File: config.mk
export PLATFORM = sky130hd
export DESIGN_NAME = inertial_output_register_bank
export DESIGN_NICKNAME = d
export VERILOG_FILES = /design/src/core/inertial_output_register_bank.v /design/src/core/spi_word_port.v
export VERILOG_INCLUDE_DIRS = /design/src /design/src/include
export SDC_FILE = /design/constraint.sdc
export NUM_CORES = 1
export LEC_CHECK = 0
export ABC_CLOCK_PERIOD_IN_PS = 6600
export BUFFER_PORTS_ARGS = -buffer_cell sky130_fd_sc_hd__buf_4
export CAP_MARGIN = 20
export CELL_PAD_IN_SITES_DETAIL_PLACEMENT = 1
export CELL_PAD_IN_SITES_GLOBAL_PLACEMENT = 1
export CORE_MARGIN = 1
export CORE_UTILIZATION = 44
export DETAILED_ROUTE_END_ITERATION = 12
export GPL_TIMING_DRIVEN = 0
export PLACE_DENSITY_LB_ADDON = 0.3
export SLEW_MARGIN = 20
export SYNTH_ARGS = -nofsm -noshare
export SYNTH_HDL_FRONTEND = slang
export SYNTH_SLANG_ARGS = --single-unit
File: constraint.sdc
create_clock -name clock -period 6.6 [get_ports clock]
set_clock_uncertainty 0.15 [all_clocks]
set_input_delay 0.66 -clock clock [delete_from_list [all_inputs] [get_ports clock]]
set_output_delay 0.66 -clock clock [all_outputs]
set_load 0.02 [all_outputs]
File: src/include/inertial_defines.vh
// Purpose: shared constants of the inertial output register bank
// Assumes: byte addresses on register page 0x00, 16-bit registers
// Notes: definitions only
`ifndef INERTIAL_DEFINES_VH
`define INERTIAL_DEFINES_VH

// serial frame layout
`define FRAME_BITS 16
`define FRAME_WRITE_BIT 15
`define FRAME_ADDR_HI 14
`define FRAME_ADDR_LO 8
`define FRAME_DATA_HI 7
`define FRAME_DATA_LO 0

// page select and the page that holds the output data
`define ADDR_PAGE_SEL 7'h00
`define DATA_PAGE 8'h00
`define PAGE_RESET 8'h00

// output data register byte addresses
`define ADDR_RATE_X_LOW 7'h10
`define ADDR_RATE_X_HIGH 7'h12
`define ADDR_RATE_Y_LOW 7'h14
`define ADDR_RATE_Y_HIGH 7'h16
`define ADDR_RATE_Z_LOW 7'h18
`define ADDR_RATE_Z_HIGH 7'h1a
`define ADDR_ACCEL_X_LOW 7'h1c
`define ADDR_ACCEL_X_HIGH 7'h1e
`define ADDR_ACCEL_Y_LOW 7'h20
`define ADDR_ACCEL_Y_HIGH 7'h22

// axis slots in the snapshot store
`define SLOT_RATE_X 3'h0
`define SLOT_RATE_Y 3'h1
`define SLOT_RATE_Z 3'h2
`define SLOT_ACCEL_X 3'h3
`define SLOT_ACCEL_Y 3'h4
`define SLOT_COUNT 5

// value of data words before the first sample, and of unmapped reads
`define DATA_RESET 32'h0000_0000
`define READ_NONE 16'h0000

`endif

File: src/core/inertial_output_register_bank.v
// Purpose: read-only rate and acceleration output registers, serial access
// Assumes: sample inputs are on clock; serial pins are asynchronous
// Notes: a read answer is shifted out during the following frame
`timescale 1ns/10ps
`include "inertial_defines.vh"

// Summary of operation
// - each rate axis is one 32-bit twos complement value over two words
// - high rate word: twos complement, 0.02 deg/s per count, zero is 0
// - low rate word holds bits 15:0 of the 32-bit rate value
// - z low rate word only extends z high word resolution
// - each accel axis is one 32-bit twos complement value over two words
// - high accel word: twos complement, 0.8 mg per count, zero is 0
// - low accel word holds bits 15:0 of the 32-bit accel value
// - y accel high word encoded exactly like the x axis
module inertial_output_register_bank
(
  // clock and reset
  input wire clock,
  input wire rst_n,
  // sample results from the signal chain
  input wire sample_valid,
  input wire [31:0] rate_x,
  input wire [31:0] rate_y,
  input wire [31:0] rate_z,
  input wire [31:0] accel_x,
  input wire [31:0] accel_y,
  // serial register interface pins
  input wire sclk,
  input wire cs_n,
  input wire mosi,
  output wire miso,
  output wire miso_oe_n,
  // status
  output reg data_ready_ff,
  output reg comm_error_ff
);

reg [31:0] axis_ff [0:`SLOT_COUNT-1];
reg [7:0] page_ff;
reg [`FRAME_BITS-1:0] tx_word_ff;
reg [`FRAME_BITS-1:0] nxt_tx_word;
reg [2:0] slot;
reg slot_hit;
reg word_high;
wire [`FRAME_BITS-1:0] rx_word;
wire rx_valid;
wire frame_error;
wire [6:0] rx_addr;
wire rx_write;
integer i;

assign rx_addr = rx_word[`FRAME_ADDR_HI:`FRAME_ADDR_LO];
assign rx_write = rx_word[`FRAME_WRITE_BIT];

////////////////////////////////////////////////////////////////////////////
// serial port
spi_word_port #(.WORD_BITS(`FRAME_BITS)) u_port
(
  .clock(clock),
  .rst_n(rst_n),
  .sclk(sclk),
  .cs_n(cs_n),
  .mosi(mosi),
  .miso(miso),
  .miso_oe_n_ff(miso_oe_n),
  .tx_word(tx_word_ff),
  .rx_word_ff(rx_word),
  .rx_valid_ff(rx_valid),
  .frame_error_ff(frame_error)
);

////////////////////////////////////////////////////////////////////////////
// snapshot store: every word of every axis loads on the same sample edge
always @(posedge clock)
begin
  if (!rst_n)
  begin
    for (i = 0; i < `SLOT_COUNT; i = i + 1)
      axis_ff[i] <= `DATA_RESET;
    data_ready_ff <= 1'b0;
  end
  else
  begin
    data_ready_ff <= sample_valid;
    if (sample_valid)
    begin
      axis_ff[`SLOT_RATE_X] <= rate_x;
      axis_ff[`SLOT_RATE_Y] <= rate_y;
      axis_ff[`SLOT_RATE_Z] <= rate_z;
      axis_ff[`SLOT_ACCEL_X] <= accel_x;
      axis_ff[`SLOT_ACCEL_Y] <= accel_y;
    end
  end
end

////////////////////////////////////////////////////////////////////////////
// address decode: even byte address, odd byte reads the same word
always @*
begin
  slot = `SLOT_RATE_X;
  slot_hit = 1'b1;
  word_high = 1'b0;
  if ({rx_addr[6:1], 1'b0} == `ADDR_RATE_X_LOW)
    slot = `SLOT_RATE_X;
  else if ({rx_addr[6:1], 1'b0} == `ADDR_RATE_X_HIGH)
  begin
    slot = `SLOT_RATE_X;
    word_high = 1'b1;
  end
  else if ({rx_addr[6:1], 1'b0} == `ADDR_RATE_Y_LOW)
    slot = `SLOT_RATE_Y;
  else if ({rx_addr[6:1], 1'b0} == `ADDR_RATE_Y_HIGH)
  begin
    slot = `SLOT_RATE_Y;
    word_high = 1'b1;
  end
  else if ({rx_addr[6:1], 1'b0} == `ADDR_RATE_Z_LOW)
    slot = `SLOT_RATE_Z;
  else if ({rx_addr[6:1], 1'b0} == `ADDR_RATE_Z_HIGH)
  begin
    slot = `SLOT_RATE_Z;
    word_high = 1'b1;
  end
  else if ({rx_addr[6:1], 1'b0} == `ADDR_ACCEL_X_LOW)
    slot = `SLOT_ACCEL_X;
  else if ({rx_addr[6:1], 1'b0} == `ADDR_ACCEL_X_HIGH)
  begin
    slot = `SLOT_ACCEL_X;
    word_high = 1'b1;
  end
  else if ({rx_addr[6:1], 1'b0} == `ADDR_ACCEL_Y_LOW)
    slot = `SLOT_ACCEL_Y;
  else if ({rx_addr[6:1], 1'b0} == `ADDR_ACCEL_Y_HIGH)
  begin
    slot = `SLOT_ACCEL_Y;
    word_high = 1'b1;
  end
  else
    slot_hit = 1'b0;
end

////////////////////////////////////////////////////////////////////////////
// answer word for the next frame
always @*
begin
  nxt_tx_word = tx_word_ff;
  if (rx_valid && !rx_write)
  begin
    if ({rx_addr[6:1], 1'b0} == `ADDR_PAGE_SEL)
      nxt_tx_word = {8'h00, page_ff};
    else if (page_ff != `DATA_PAGE || !slot_hit)
      nxt_tx_word = `READ_NONE;
    else if (word_high)
      nxt_tx_word = axis_ff[slot][31:16];
    else
      nxt_tx_word = axis_ff[slot][15:0];
  end
  else if (rx_valid)
    nxt_tx_word = `READ_NONE;
end

////////////////////////////////////////////////////////////////////////////
// page select, answer register, frame error status
always @(posedge clock)
begin
  if (!rst_n)
  begin
    page_ff <= `PAGE_RESET;
    tx_word_ff <= `READ_NONE;
    comm_error_ff <= 1'b0;
  end
  else
  begin
    tx_word_ff <= nxt_tx_word;
    if (rx_valid && rx_write && rx_addr == `ADDR_PAGE_SEL)
      page_ff <= rx_word[`FRAME_DATA_HI:`FRAME_DATA_LO];
    if (frame_error)
      comm_error_ff <= 1'b1;
    else if (rx_valid)
      comm_error_ff <= 1'b0;
  end
end

endmodule

File: src/core/spi_word_port.v
// Purpose: serial word port, one 16-bit word per chip-select frame
// Assumes: mode 3 (idle clock high, sample on rising, shift on falling)
// Notes: pins are synchronised to clock; serial clock well below clock/8
`timescale 1ns/10ps
module spi_word_port
#(
  parameter WORD_BITS = 16
)
(
  // clock and reset
  input wire clock,
  input wire rst_n,
  // serial pins
  input wire sclk,
  input wire cs_n,
  input wire mosi,
  output wire miso,
  output reg miso_oe_n_ff,
  // word side
  input wire [WORD_BITS-1:0] tx_word,
  output reg [WORD_BITS-1:0] rx_word_ff,
  output reg rx_valid_ff,
  output reg frame_error_ff
);

reg sclk_s1_ff, sclk_s2_ff, sclk_s3_ff;
reg cs_s1_ff, cs_s2_ff, cs_s3_ff;
reg mosi_s1_ff, mosi_s2_ff;
reg [WORD_BITS-1:0] rx_shift_ff;
reg [WORD_BITS-1:0] tx_shift_ff;
reg [5:0] count_ff;
wire sclk_rise;
wire sclk_fall;
wire cs_start;
wire cs_end;

assign sclk_rise = sclk_s2_ff & ~sclk_s3_ff;
assign sclk_fall = ~sclk_s2_ff & sclk_s3_ff;
assign cs_start = ~cs_s2_ff & cs_s3_ff;
assign cs_end = cs_s2_ff & ~cs_s3_ff;
assign miso = tx_shift_ff[WORD_BITS-1];

////////////////////////////////////////////////////////////////////////////
// pin synchronisers
always @(posedge clock)
begin
  if (!rst_n)
  begin
    sclk_s1_ff <= 1'b1;
    sclk_s2_ff <= 1'b1;
    sclk_s3_ff <= 1'b1;
    cs_s1_ff <= 1'b1;
    cs_s2_ff <= 1'b1;
    cs_s3_ff <= 1'b1;
    mosi_s1_ff <= 1'b0;
    mosi_s2_ff <= 1'b0;
  end
  else
  begin
    sclk_s1_ff <= sclk;
    sclk_s2_ff <= sclk_s1_ff;
    sclk_s3_ff <= sclk_s2_ff;
    cs_s1_ff <= cs_n;
    cs_s2_ff <= cs_s1_ff;
    cs_s3_ff <= cs_s2_ff;
    mosi_s1_ff <= mosi;
    mosi_s2_ff <= mosi_s1_ff;
  end
end

////////////////////////////////////////////////////////////////////////////
// shifters and frame check
always @(posedge clock)
begin
  if (!rst_n)
  begin
    rx_shift_ff <= {WORD_BITS{1'b0}};
    tx_shift_ff <= {WORD_BITS{1'b0}};
    count_ff <= 6'h00;
    rx_word_ff <= {WORD_BITS{1'b0}};
    rx_valid_ff <= 1'b0;
    frame_error_ff <= 1'b0;
    miso_oe_n_ff <= 1'b1;
  end
  else
  begin
    rx_valid_ff <= 1'b0;
    frame_error_ff <= 1'b0;
    if (cs_start)
    begin
      tx_shift_ff <= tx_word;
      count_ff <= 6'h00;
      miso_oe_n_ff <= 1'b0;
    end
    else if (cs_end)
    begin
      miso_oe_n_ff <= 1'b1;
      // a frame counts only with exactly one word of clocks
      if (count_ff == WORD_BITS[5:0])
      begin
        rx_word_ff <= rx_shift_ff;
        rx_valid_ff <= 1'b1;
      end
      else
        frame_error_ff <= 1'b1;
    end
    else if (!cs_s2_ff)
    begin
      if (sclk_rise)
      begin
        rx_shift_ff <= {rx_shift_ff[WORD_BITS-2:0], mosi_s2_ff};
        if (count_ff != 6'h3f)
          count_ff <= count_ff + 6'h01;
      end
      else if (sclk_fall && count_ff != 6'h00)
        tx_shift_ff <= {tx_shift_ff[WORD_BITS-2:0], 1'b0};
    end
  end
end

endmodule

==> Implementation_results.wiki, run 1 <==
{| class="wikitable"
! Metric !! Value
|-
| Clk pin slew, worst setup/hold paths || 0.06 ns
|-
| Combined global-route utilization of all metal layers || 26.2%
|-
| Power Dens Cells || around 270 mW/mm²
|-
| Max H-tree Level || 1
|-
| Worst slew margin relative to its limit || 36.2%
|-
| Worst Hold Margin || ~0.17 ns
|-
| Portion of synthesized cell area occupied by the leading cell type || 43.4%
|-
| Number of hold-repair buffers added at the cts stage || 0
|-
| Placeable Area || roughly 0.025 mm²
|-
| Detailed-route wire length per cell || 22.7 µm
|-
| Cell area reported after detailed placement || 0.0128 mm²
|-
| Area growth from synthesis to layout || 24.2%
|-
| Number of primary I/O pins || 170
|-
| Total via count in the routed design || 8,411
|-
| Final Max Tran Viols || 0
|-
| Antenna fix cells || 0
|-
| Mean number of vias per cell || roughly 5.7
|-
| Critical path arrival || about 3.1 ns
|-
| First-pass GRT wire length || just over 50,000 µm
|-
| Commonest cells after routing, fill and taps aside || sky130_fd_sc_hd__buf_4, sky130_fd_sc_hd__and3_1, sky130_fd_sc_hd__edfxtp_1
|-
| Seq/Total Area, Yosys || between 50% and 60%
|-
| Layout cell share with drive strength beyond 1 || between 20% and 30%
|-
| Number of nets produced by synthesis || about 1,100
|-
| Sum of negative setup slack || 0 ns
|-
| Cell type with the largest total area after synthesis || sky130_fd_sc_hd__edfxtp_1
|-
| ANT nets after route || 0
|-
| Actual slew at the worst max-slew pin || 0.957 ns
|-
| Hold Crit Class || in -> reg
|-
| Yosys Warn Count || 0
|-
| Endpoint type of the worst setup path || flip-flop
|-
| Async SR Flop Fraction || 0%
|-
| FP Rows || 57
|-
| Maximum capacitance violations || 0
|-
| Mean post-synth cell area || roughly 12 µm²
|-
| IR Drop Worst-Case VDD || 0.182 mV
|-
| Root Driver || sky130_fd_sc_hd__clkbuf_16
|-
| Clock insertion delay at the later pin of the skew report || around 0.55 ns
|-
| Hold Fails Final Rpt || 0
|-
| DRC marker count from the first detailed-route iteration || 503
|-
| Starting utilization of the core area || 45.1%
|-
| Prevailing post-synth register cell || sky130_fd_sc_hd__edfxtp_1
|-
| # resized after CTS || 0
|-
| Post-synth EDFFs || 160
|-
| RD Place Congestion || 0.902
|-
| Register bit total from synthesis || approximately 250
|-
| Finish-stage setup viols || 0
|-
| Data required time at the worst endpoint || 6.85 ns
|-
| Setup repair after global routing missed its margin || false
|-
| Run status || finished clean
|-
| Met1 Use GR || roughly a third
|-
| Maximum count of clock buffers along a single path || 3
|-
| Remaining global-route overflow || 0
|-
| Met3 Use GR || 4.34%
|-
| Die footprint || between 0.02 and 0.03 mm²
|-
| Highest net fanout along the worst path || 10
|-
| Commonest non-fill, non-tap cell in the layout || sky130_fd_sc_hd__buf_4
|-
| Number of sinks driven by the clock tree || 251
|-
| Port Buffers || 168
|-
| Final non-filler cell area || roughly 0.014 mm²
|-
| Nets || 1,302
|-
| CTS tree || done
|-
| Synthesized cell area || 0.0111 mm²
|-
| Number of buffers created by CTS || 28
|-
| P_leak || 5.90 nW
|-
| Most Used Layer, Global Route || met2
|-
| Total Routed Length || 33,500 µm
|-
| Initial antenna violation count || 0
|-
| Remaining routing DRC violations || 0
|-
| Period Utilization, post-route || 43.9%
|-
| Pin count of the biggest net entering global routing || 60
|-
| Vias in the first global route || 8,980
|-
| Estimated wirelength of the detail-placed design || 25,300 µm
|-
| Classification of the worst setup path || reg -> reg
|-
| Buffers inserted during post-CTS setup optimization || 0
|-
| Unique masters post-synth || 63
|-
| Dominant cells by area after synthesis || sky130_fd_sc_hd__edfxtp_1, sky130_fd_sc_hd__dfxtp_1, sky130_fd_sc_hd__and3_1
|-
| Die span in x || 161 µm
|-
| GR Util met2 || between 40% and 50%
|-
| Setup crit start kind || flip-flop
|-
| Clock period minus final worst setup slack || 2.90 ns
|-
| FF-to-FF setup slack || 3.70 ns
|-
| Gate count after technology mapping || 932
|-
| Die H || 161 µm
|-
| Top achievable clock speed || 0.345 GHz
|-
| Drt first pass iters || 5
|}
-- state kept, by name, summed over array words and instances, names as in the netlist, 6 cells and up --
name,flops
axis_ff,160
u_port.rx_shift_ff,16
u_port.tx_shift_ff,16
u_port.rx_word_ff,16
tx_word_ff,16
u_port.count_ff,6
page_ff,8
-- per-stage QoR --
| step | std cells | util (%) | setup slack (ns) | power (W) |
|---|---|---|---|---|
| floorplan | 932 | - | 0.868 | 0.00194 |
| global placement | 1424 | 51.9 | -0.912 | 0.00208 |
| detailed placement | 1426 | 52.2 | 3.35 | 0.00209 |
| CTS | 1478 | 56.1 | 3.76 | 0.00368 |
| global route | 1478 | 56.1 | 3.60 | 0.00376 |
| finish | 1478 | 56.1 | 3.70 | 0.00366 |
-- power by group --
part	internal [W]	total [W]	switching [W]
clock network	0.000968	0.00160	0.000629
logic	0.000125	0.000261	0.000137
registers	0.00176	0.00180	0.0000329
total	0.00286	0.00366	0.000798
-- path summary, 6_finish.rpt --
path,to,cells past startpoint,startpoint
hold / removal,u_port.cs_s1_ff,2,cs_n
setup reg to reg,tx_word_ff[12],8,u_port.rx_word_ff[12]
hold reg to reg,u_port.sclk_s2_ff,1,u_port.sclk_s1_ff
setup / recovery,tx_word_ff[12],8,u_port.rx_word_ff[12]
-- kinds of logic (layout without fill, tap and decap cells) --
group	Yosys count	after routing	synth area share [%]
AO/OA/AOI/OAI	168	168	10.8
adder cells (fa/ha/maj)	4	4	0.452
AND/OR/NAND/NOR	314	314	16.3
XOR/XNOR	5	5	0.396
buffers and inverters	103	325	4.00
multiplexers	87	87	8.18
flip-flops	251	251	59.8
-- synthesized netlist by cell type, drive strengths merged (2+ instances only) --
| master | n |
|---|---|
| nand4 | 3 |
| mux4 | 2 |
| nor4b | 2 |
| nand2 | 15 |
| o31a | 6 |
| xnor2 | 2 |
| ha | 4 |
| nor2 | 84 |
| a21o | 6 |
| nor4 | 2 |
| a31oi | 8 |
| a32oi | 6 |
| o22ai | 6 |
| and2 | 3 |
| dfxtp | 91 |
| nor2b | 18 |
| edfxtp | 160 |
| nor3 | 3 |
| mux2i | 77 |
| o2bb2ai | 10 |
| a21oi | 28 |
| a211oi | 67 |
| o31ai | 12 |
| mux2 | 8 |
| inv | 17 |
| o21ai | 9 |
| nand2b | 9 |
| a2bb2oi | 2 |
| xor2 | 3 |
| clkbuf | 57 |
| buf | 29 |
| and3 | 161 |
| or4b | 2 |
| nand4bb | 2 |
-- layer usage --
layer / part of all wire [%] / wire length (µm)
met1: 41 / 13800
met2: 49 / 16500
met3: 6.0 / 2000
met4: 3.8 / 1270
met5: 0 / 0
-- cell type report --
class	count	area, µm²
Buffer	86	379
Clock buffer	39	806
Clock inverter	13	148
Fill cell	2629	10800
Inverter	17	63.8
Multi-Input combinational cell	578	4010
Sequential cell	251	6630
Tap cell	324	405
Timing Repair Buffer	170	1320
-- critical path, stage by stage (launching register included) --
cell and delay [ns]:
sky130_fd_sc_hd__dfxtp_1 0.33, sky130_fd_sc_hd__buf_2 0.26, sky130_fd_sc_hd__nand4bb_1 0.12, sky130_fd_sc_hd__buf_2 0.22
sky130_fd_sc_hd__clkbuf_1 0.30, sky130_fd_sc_hd__a211oi_1 0.59, sky130_fd_sc_hd__a211oi_1 0.13, sky130_fd_sc_hd__a211oi_1 0.51
sky130_fd_sc_hd__o31ai_1 0.12
Power figures use the tool's default switching activity.
==> inputs of run 2 (changes only) <==
- ABC_CLOCK_PERIOD_IN_PS: 6600 -> 2800
- clock period: 6.6 -> 2.8 ns (I/O delays scaled with it)
==> run 2 against run 1 <==
Wire length up 42%. Largest cell class unchanged. Total power up 150%. Die area did not move. Worst hold slack worse by 0.00066 ns.
==> Implementation_results.wiki, run 2 (synthesis results as in run 1) <==
{| class="wikitable"
! Metric !! Value
|-
| Run status || finished clean (unchanged)
|-
| CTS tree || done (unchanged)
|-
| Critical path arrival || 3.02 ns (was 3.14 ns)
|-
| DRC marker count from the first detailed-route iteration || 1,321 (was 503)
|-
| Root Driver || sky130_fd_sc_hd__clkbuf_16 (unchanged)
|-
| Clock period minus final worst setup slack || 2.78 ns (was 2.90 ns)
|-
| Number of flip-flops under the largest register name || 160 (unchanged)
|-
| Area growth from synthesis to layout || 39.1% (was 24.2%)
|-
| Total Routed Length || 47,600 µm (was 33,500 µm)
|-
| Finish-stage setup viols || 0 (unchanged)
|-
| Sum of negative setup slack || 0 ns (unchanged)
|-
| Endpoint type of the worst setup path || flip-flop (unchanged)
|-
| Highest net fanout along the worst path || 10 (unchanged)
|-
| Commonest cells after routing, fill and taps aside || sky130_fd_sc_hd__buf_4, sky130_fd_sc_hd__dlygate4sd3_1, sky130_fd_sc_hd__and3_1 (was sky130_fd_sc_hd__buf_4, sky130_fd_sc_hd__and3_1, sky130_fd_sc_hd__edfxtp_1)
|-
| Classification of the worst setup path || reg -> reg (unchanged)
|-
| Nets || 1,464 (was 1,302)
|-
| Internal portion of total power || 0.00677 W (was 0.00286 W)
|-
| FF-to-FF setup slack || 0.02 ns (was 3.70 ns)
|-
| Die H || 161 µm (unchanged)
|-
| Max H-tree Level || 1 (unchanged)
|-
| Sequential share of power || 47.6% (was 49.2%)
|-
| Layout cell share with drive strength beyond 1 || 21.1% (was 22.9%)
|-
| Buffers inserted during post-CTS setup optimization || 0 (unchanged)
|-
| Maximum capacitance violations || 0 (unchanged)
|-
| Die footprint || 0.0258 mm² (unchanged)
|-
| Mean number of vias per cell || 6.20 (was 5.69)
|-
| Hold Fails Final Rpt || 0 (unchanged)
|-
| Placeable Area || 0.0245 mm² (unchanged)
|-
| Logic pwr share || 10.0% (was 7.1%)
|-
| Post-route worst setup slack || 0.0250 ns (was 3.70 ns)
|-
| Maximum count of clock buffers along a single path || 3 (unchanged)
|-
| FP Rows || 57 (unchanged)
|-
| Worst slew margin relative to its limit || 35.3% (was 36.2%)
|-
| Total via count in the routed design || 10,193 (was 8,411)
|-
| Remaining global-route overflow || 0 (unchanged)
|-
| Actual slew at the worst max-slew pin || 0.970 ns (was 0.957 ns)
|-
| Vias in the first global route || 10,851 (was 8,980)
|-
| Initial antenna violation count || 3 (was 0)
|-
| Worst Setup Slack post-DPL || -0.0584 ns (was 3.35 ns)
|-
| Number of buffers created by CTS || 28 (unchanged)
|-
| Pin count of the biggest net entering global routing || 60 (unchanged)
|-
| Power Dens Cells || 583 mW/mm² (was 266 mW/mm²)
|-
| Number of sinks driven by the clock tree || 251 (unchanged)
|-
| ANT nets after route || 0 (unchanged)
|-
| Clock insertion delay at the later pin of the skew report || 0.54 ns (was 0.55 ns)
|-
| Estimated wirelength of the detail-placed design || 25,000 µm (was 25,300 µm)
|-
| Period Utilization, post-route || 99.1% (was 43.9%)
|-
| Largest reg by FF count || axis_ff (unchanged)
|-
| Net switching power || 0.00221 W (was 0.000798 W)
|-
| Data required time at the worst endpoint || 3.05 ns (was 6.85 ns)
|-
| First-pass GRT wire length || 68,000 µm (was 51,000 µm)
|-
| IR Drop Worst-Case VDD || 0.692 mV (was 0.182 mV)
|-
| Hold Crit Class || in -> reg (unchanged)
|-
| Setup repair after global routing missed its margin || false (unchanged)
|-
| RD Place Congestion || 0.909 (was 0.902)
|-
| Detailed-route wire length per cell || 29.0 µm (was 22.7 µm)
|-
| Die span in x || 161 µm (unchanged)
|-
| Setup crit start kind || flip-flop (unchanged)
|-
| Starting utilization of the core area || 45.1% (unchanged)
|-
| Number of primary I/O pins || 170 (unchanged)
|-
| Drt first pass iters || 6 (was 5)
|-
| Combined global-route utilization of all metal layers || 35.4% (was 26.2%)
|-
| Commonest non-fill, non-tap cell in the layout || sky130_fd_sc_hd__buf_4 (unchanged)
|-
| Port Buffers || 168 (unchanged)
|-
| Top achievable clock speed || 0.360 GHz (was 0.345 GHz)
|-
| Clk pin slew, worst setup/hold paths || 0.06 ns (about the same)
|-
| P_leak || 6.60 nW (was 5.90 nW)
|-
| Final Max Tran Viols || 0 (unchanged)
|-
| Clock share of power || 42.4% (was 43.7%)
|-
| Switching fraction of total power || 24.6% (was 21.8%)
|-
| Remaining routing DRC violations || 0 (unchanged)
|}
## run 2: critical path, cell delays in order (launching register included)
cell	delay, ns
sky130_fd_sc_hd__dfxtp_1	0.39
sky130_fd_sc_hd__buf_4	0.25
sky130_fd_sc_hd__and4bb_2	0.28
sky130_fd_sc_hd__buf_2	0.18
sky130_fd_sc_hd__buf_4	0.28
sky130_fd_sc_hd__mux2i_1	0.34
sky130_fd_sc_hd__a211oi_1	0.14
sky130_fd_sc_hd__a211oi_1	0.49
sky130_fd_sc_hd__o31ai_1	0.13
## run 2: layout make-up
cell class                      instances  area [µm²]
Buffer                                 85         382
Sequential cell                       251        6630
Multi-Input combinational cell        578        4040
Inverter                               17        63.8
Fill cell                            2466        9130
Tap cell                              324         405
Clock buffer                           45         888
Clock inverter                          7        38.8
Timing Repair Buffer                  333        2950
Antenna cell                            4        10.0
## run 2: worst paths after layout
| path | start | endpoint | cells past startpoint |
|---|---|---|---|
| max | u_port.rx_word_ff[10] | tx_word_ff[10] | 8 |
| min | rst_n | page_ff[6] | 4 |
| max reg2reg | u_port.rx_word_ff[10] | tx_word_ff[10] | 8 |
| min reg2reg | u_port.sclk_s1_ff | u_port.sclk_s2_ff | 1 |
## run 2: per-stage QoR
stage	util [%]	hold WS, ns	std cells	area, µm²	total power, W
5_1_grt	62.8	0.238	1643	15400	0.00914
6_report	62.8	0.171	1644	15400	0.00899
3_3_place_gp	52.0	0.243	1424	12700	0.00489
2_1_floorplan	-	0.231	932	11100	0.00456
4_1_cts	62.6	0.161	1641	15400	0.00870
3_5_place_dp	52.2	0.247	1426	12800	0.00492
## run 2: power by group through the flow
stage / combinational [W] / sequential [W] / clock (W)
after floorplan: 0.000276 / 0.00428 / 0
after global placement: 0.000587 / 0.00431 / 0
after detailed placement: 0.000613 / 0.00431 / 0
after CTS: 0.000800 / 0.00423 / 0.00366
after global routing: 0.000928 / 0.00428 / 0.00393
final: 0.000899 / 0.00428 / 0.00381
## run 2: what timing repair did
item / CTS / global route
gates resized for setup: 1 / 14
endpoints found under the hold margin: 163 / 0
pin swaps: 0 / 0
hold buffers: 163 / 0
endpoints found under the setup margin: 1 / 10
## run 2: routing by layer
metal	wire length (µm)	track usage [%]	vias up
met2	23000	60.6	763
li1	-	-	4231
met4	3150	18.6	0
met3	4440	8.63	229
met1	17100	41.0	4970
met5	0	0	-
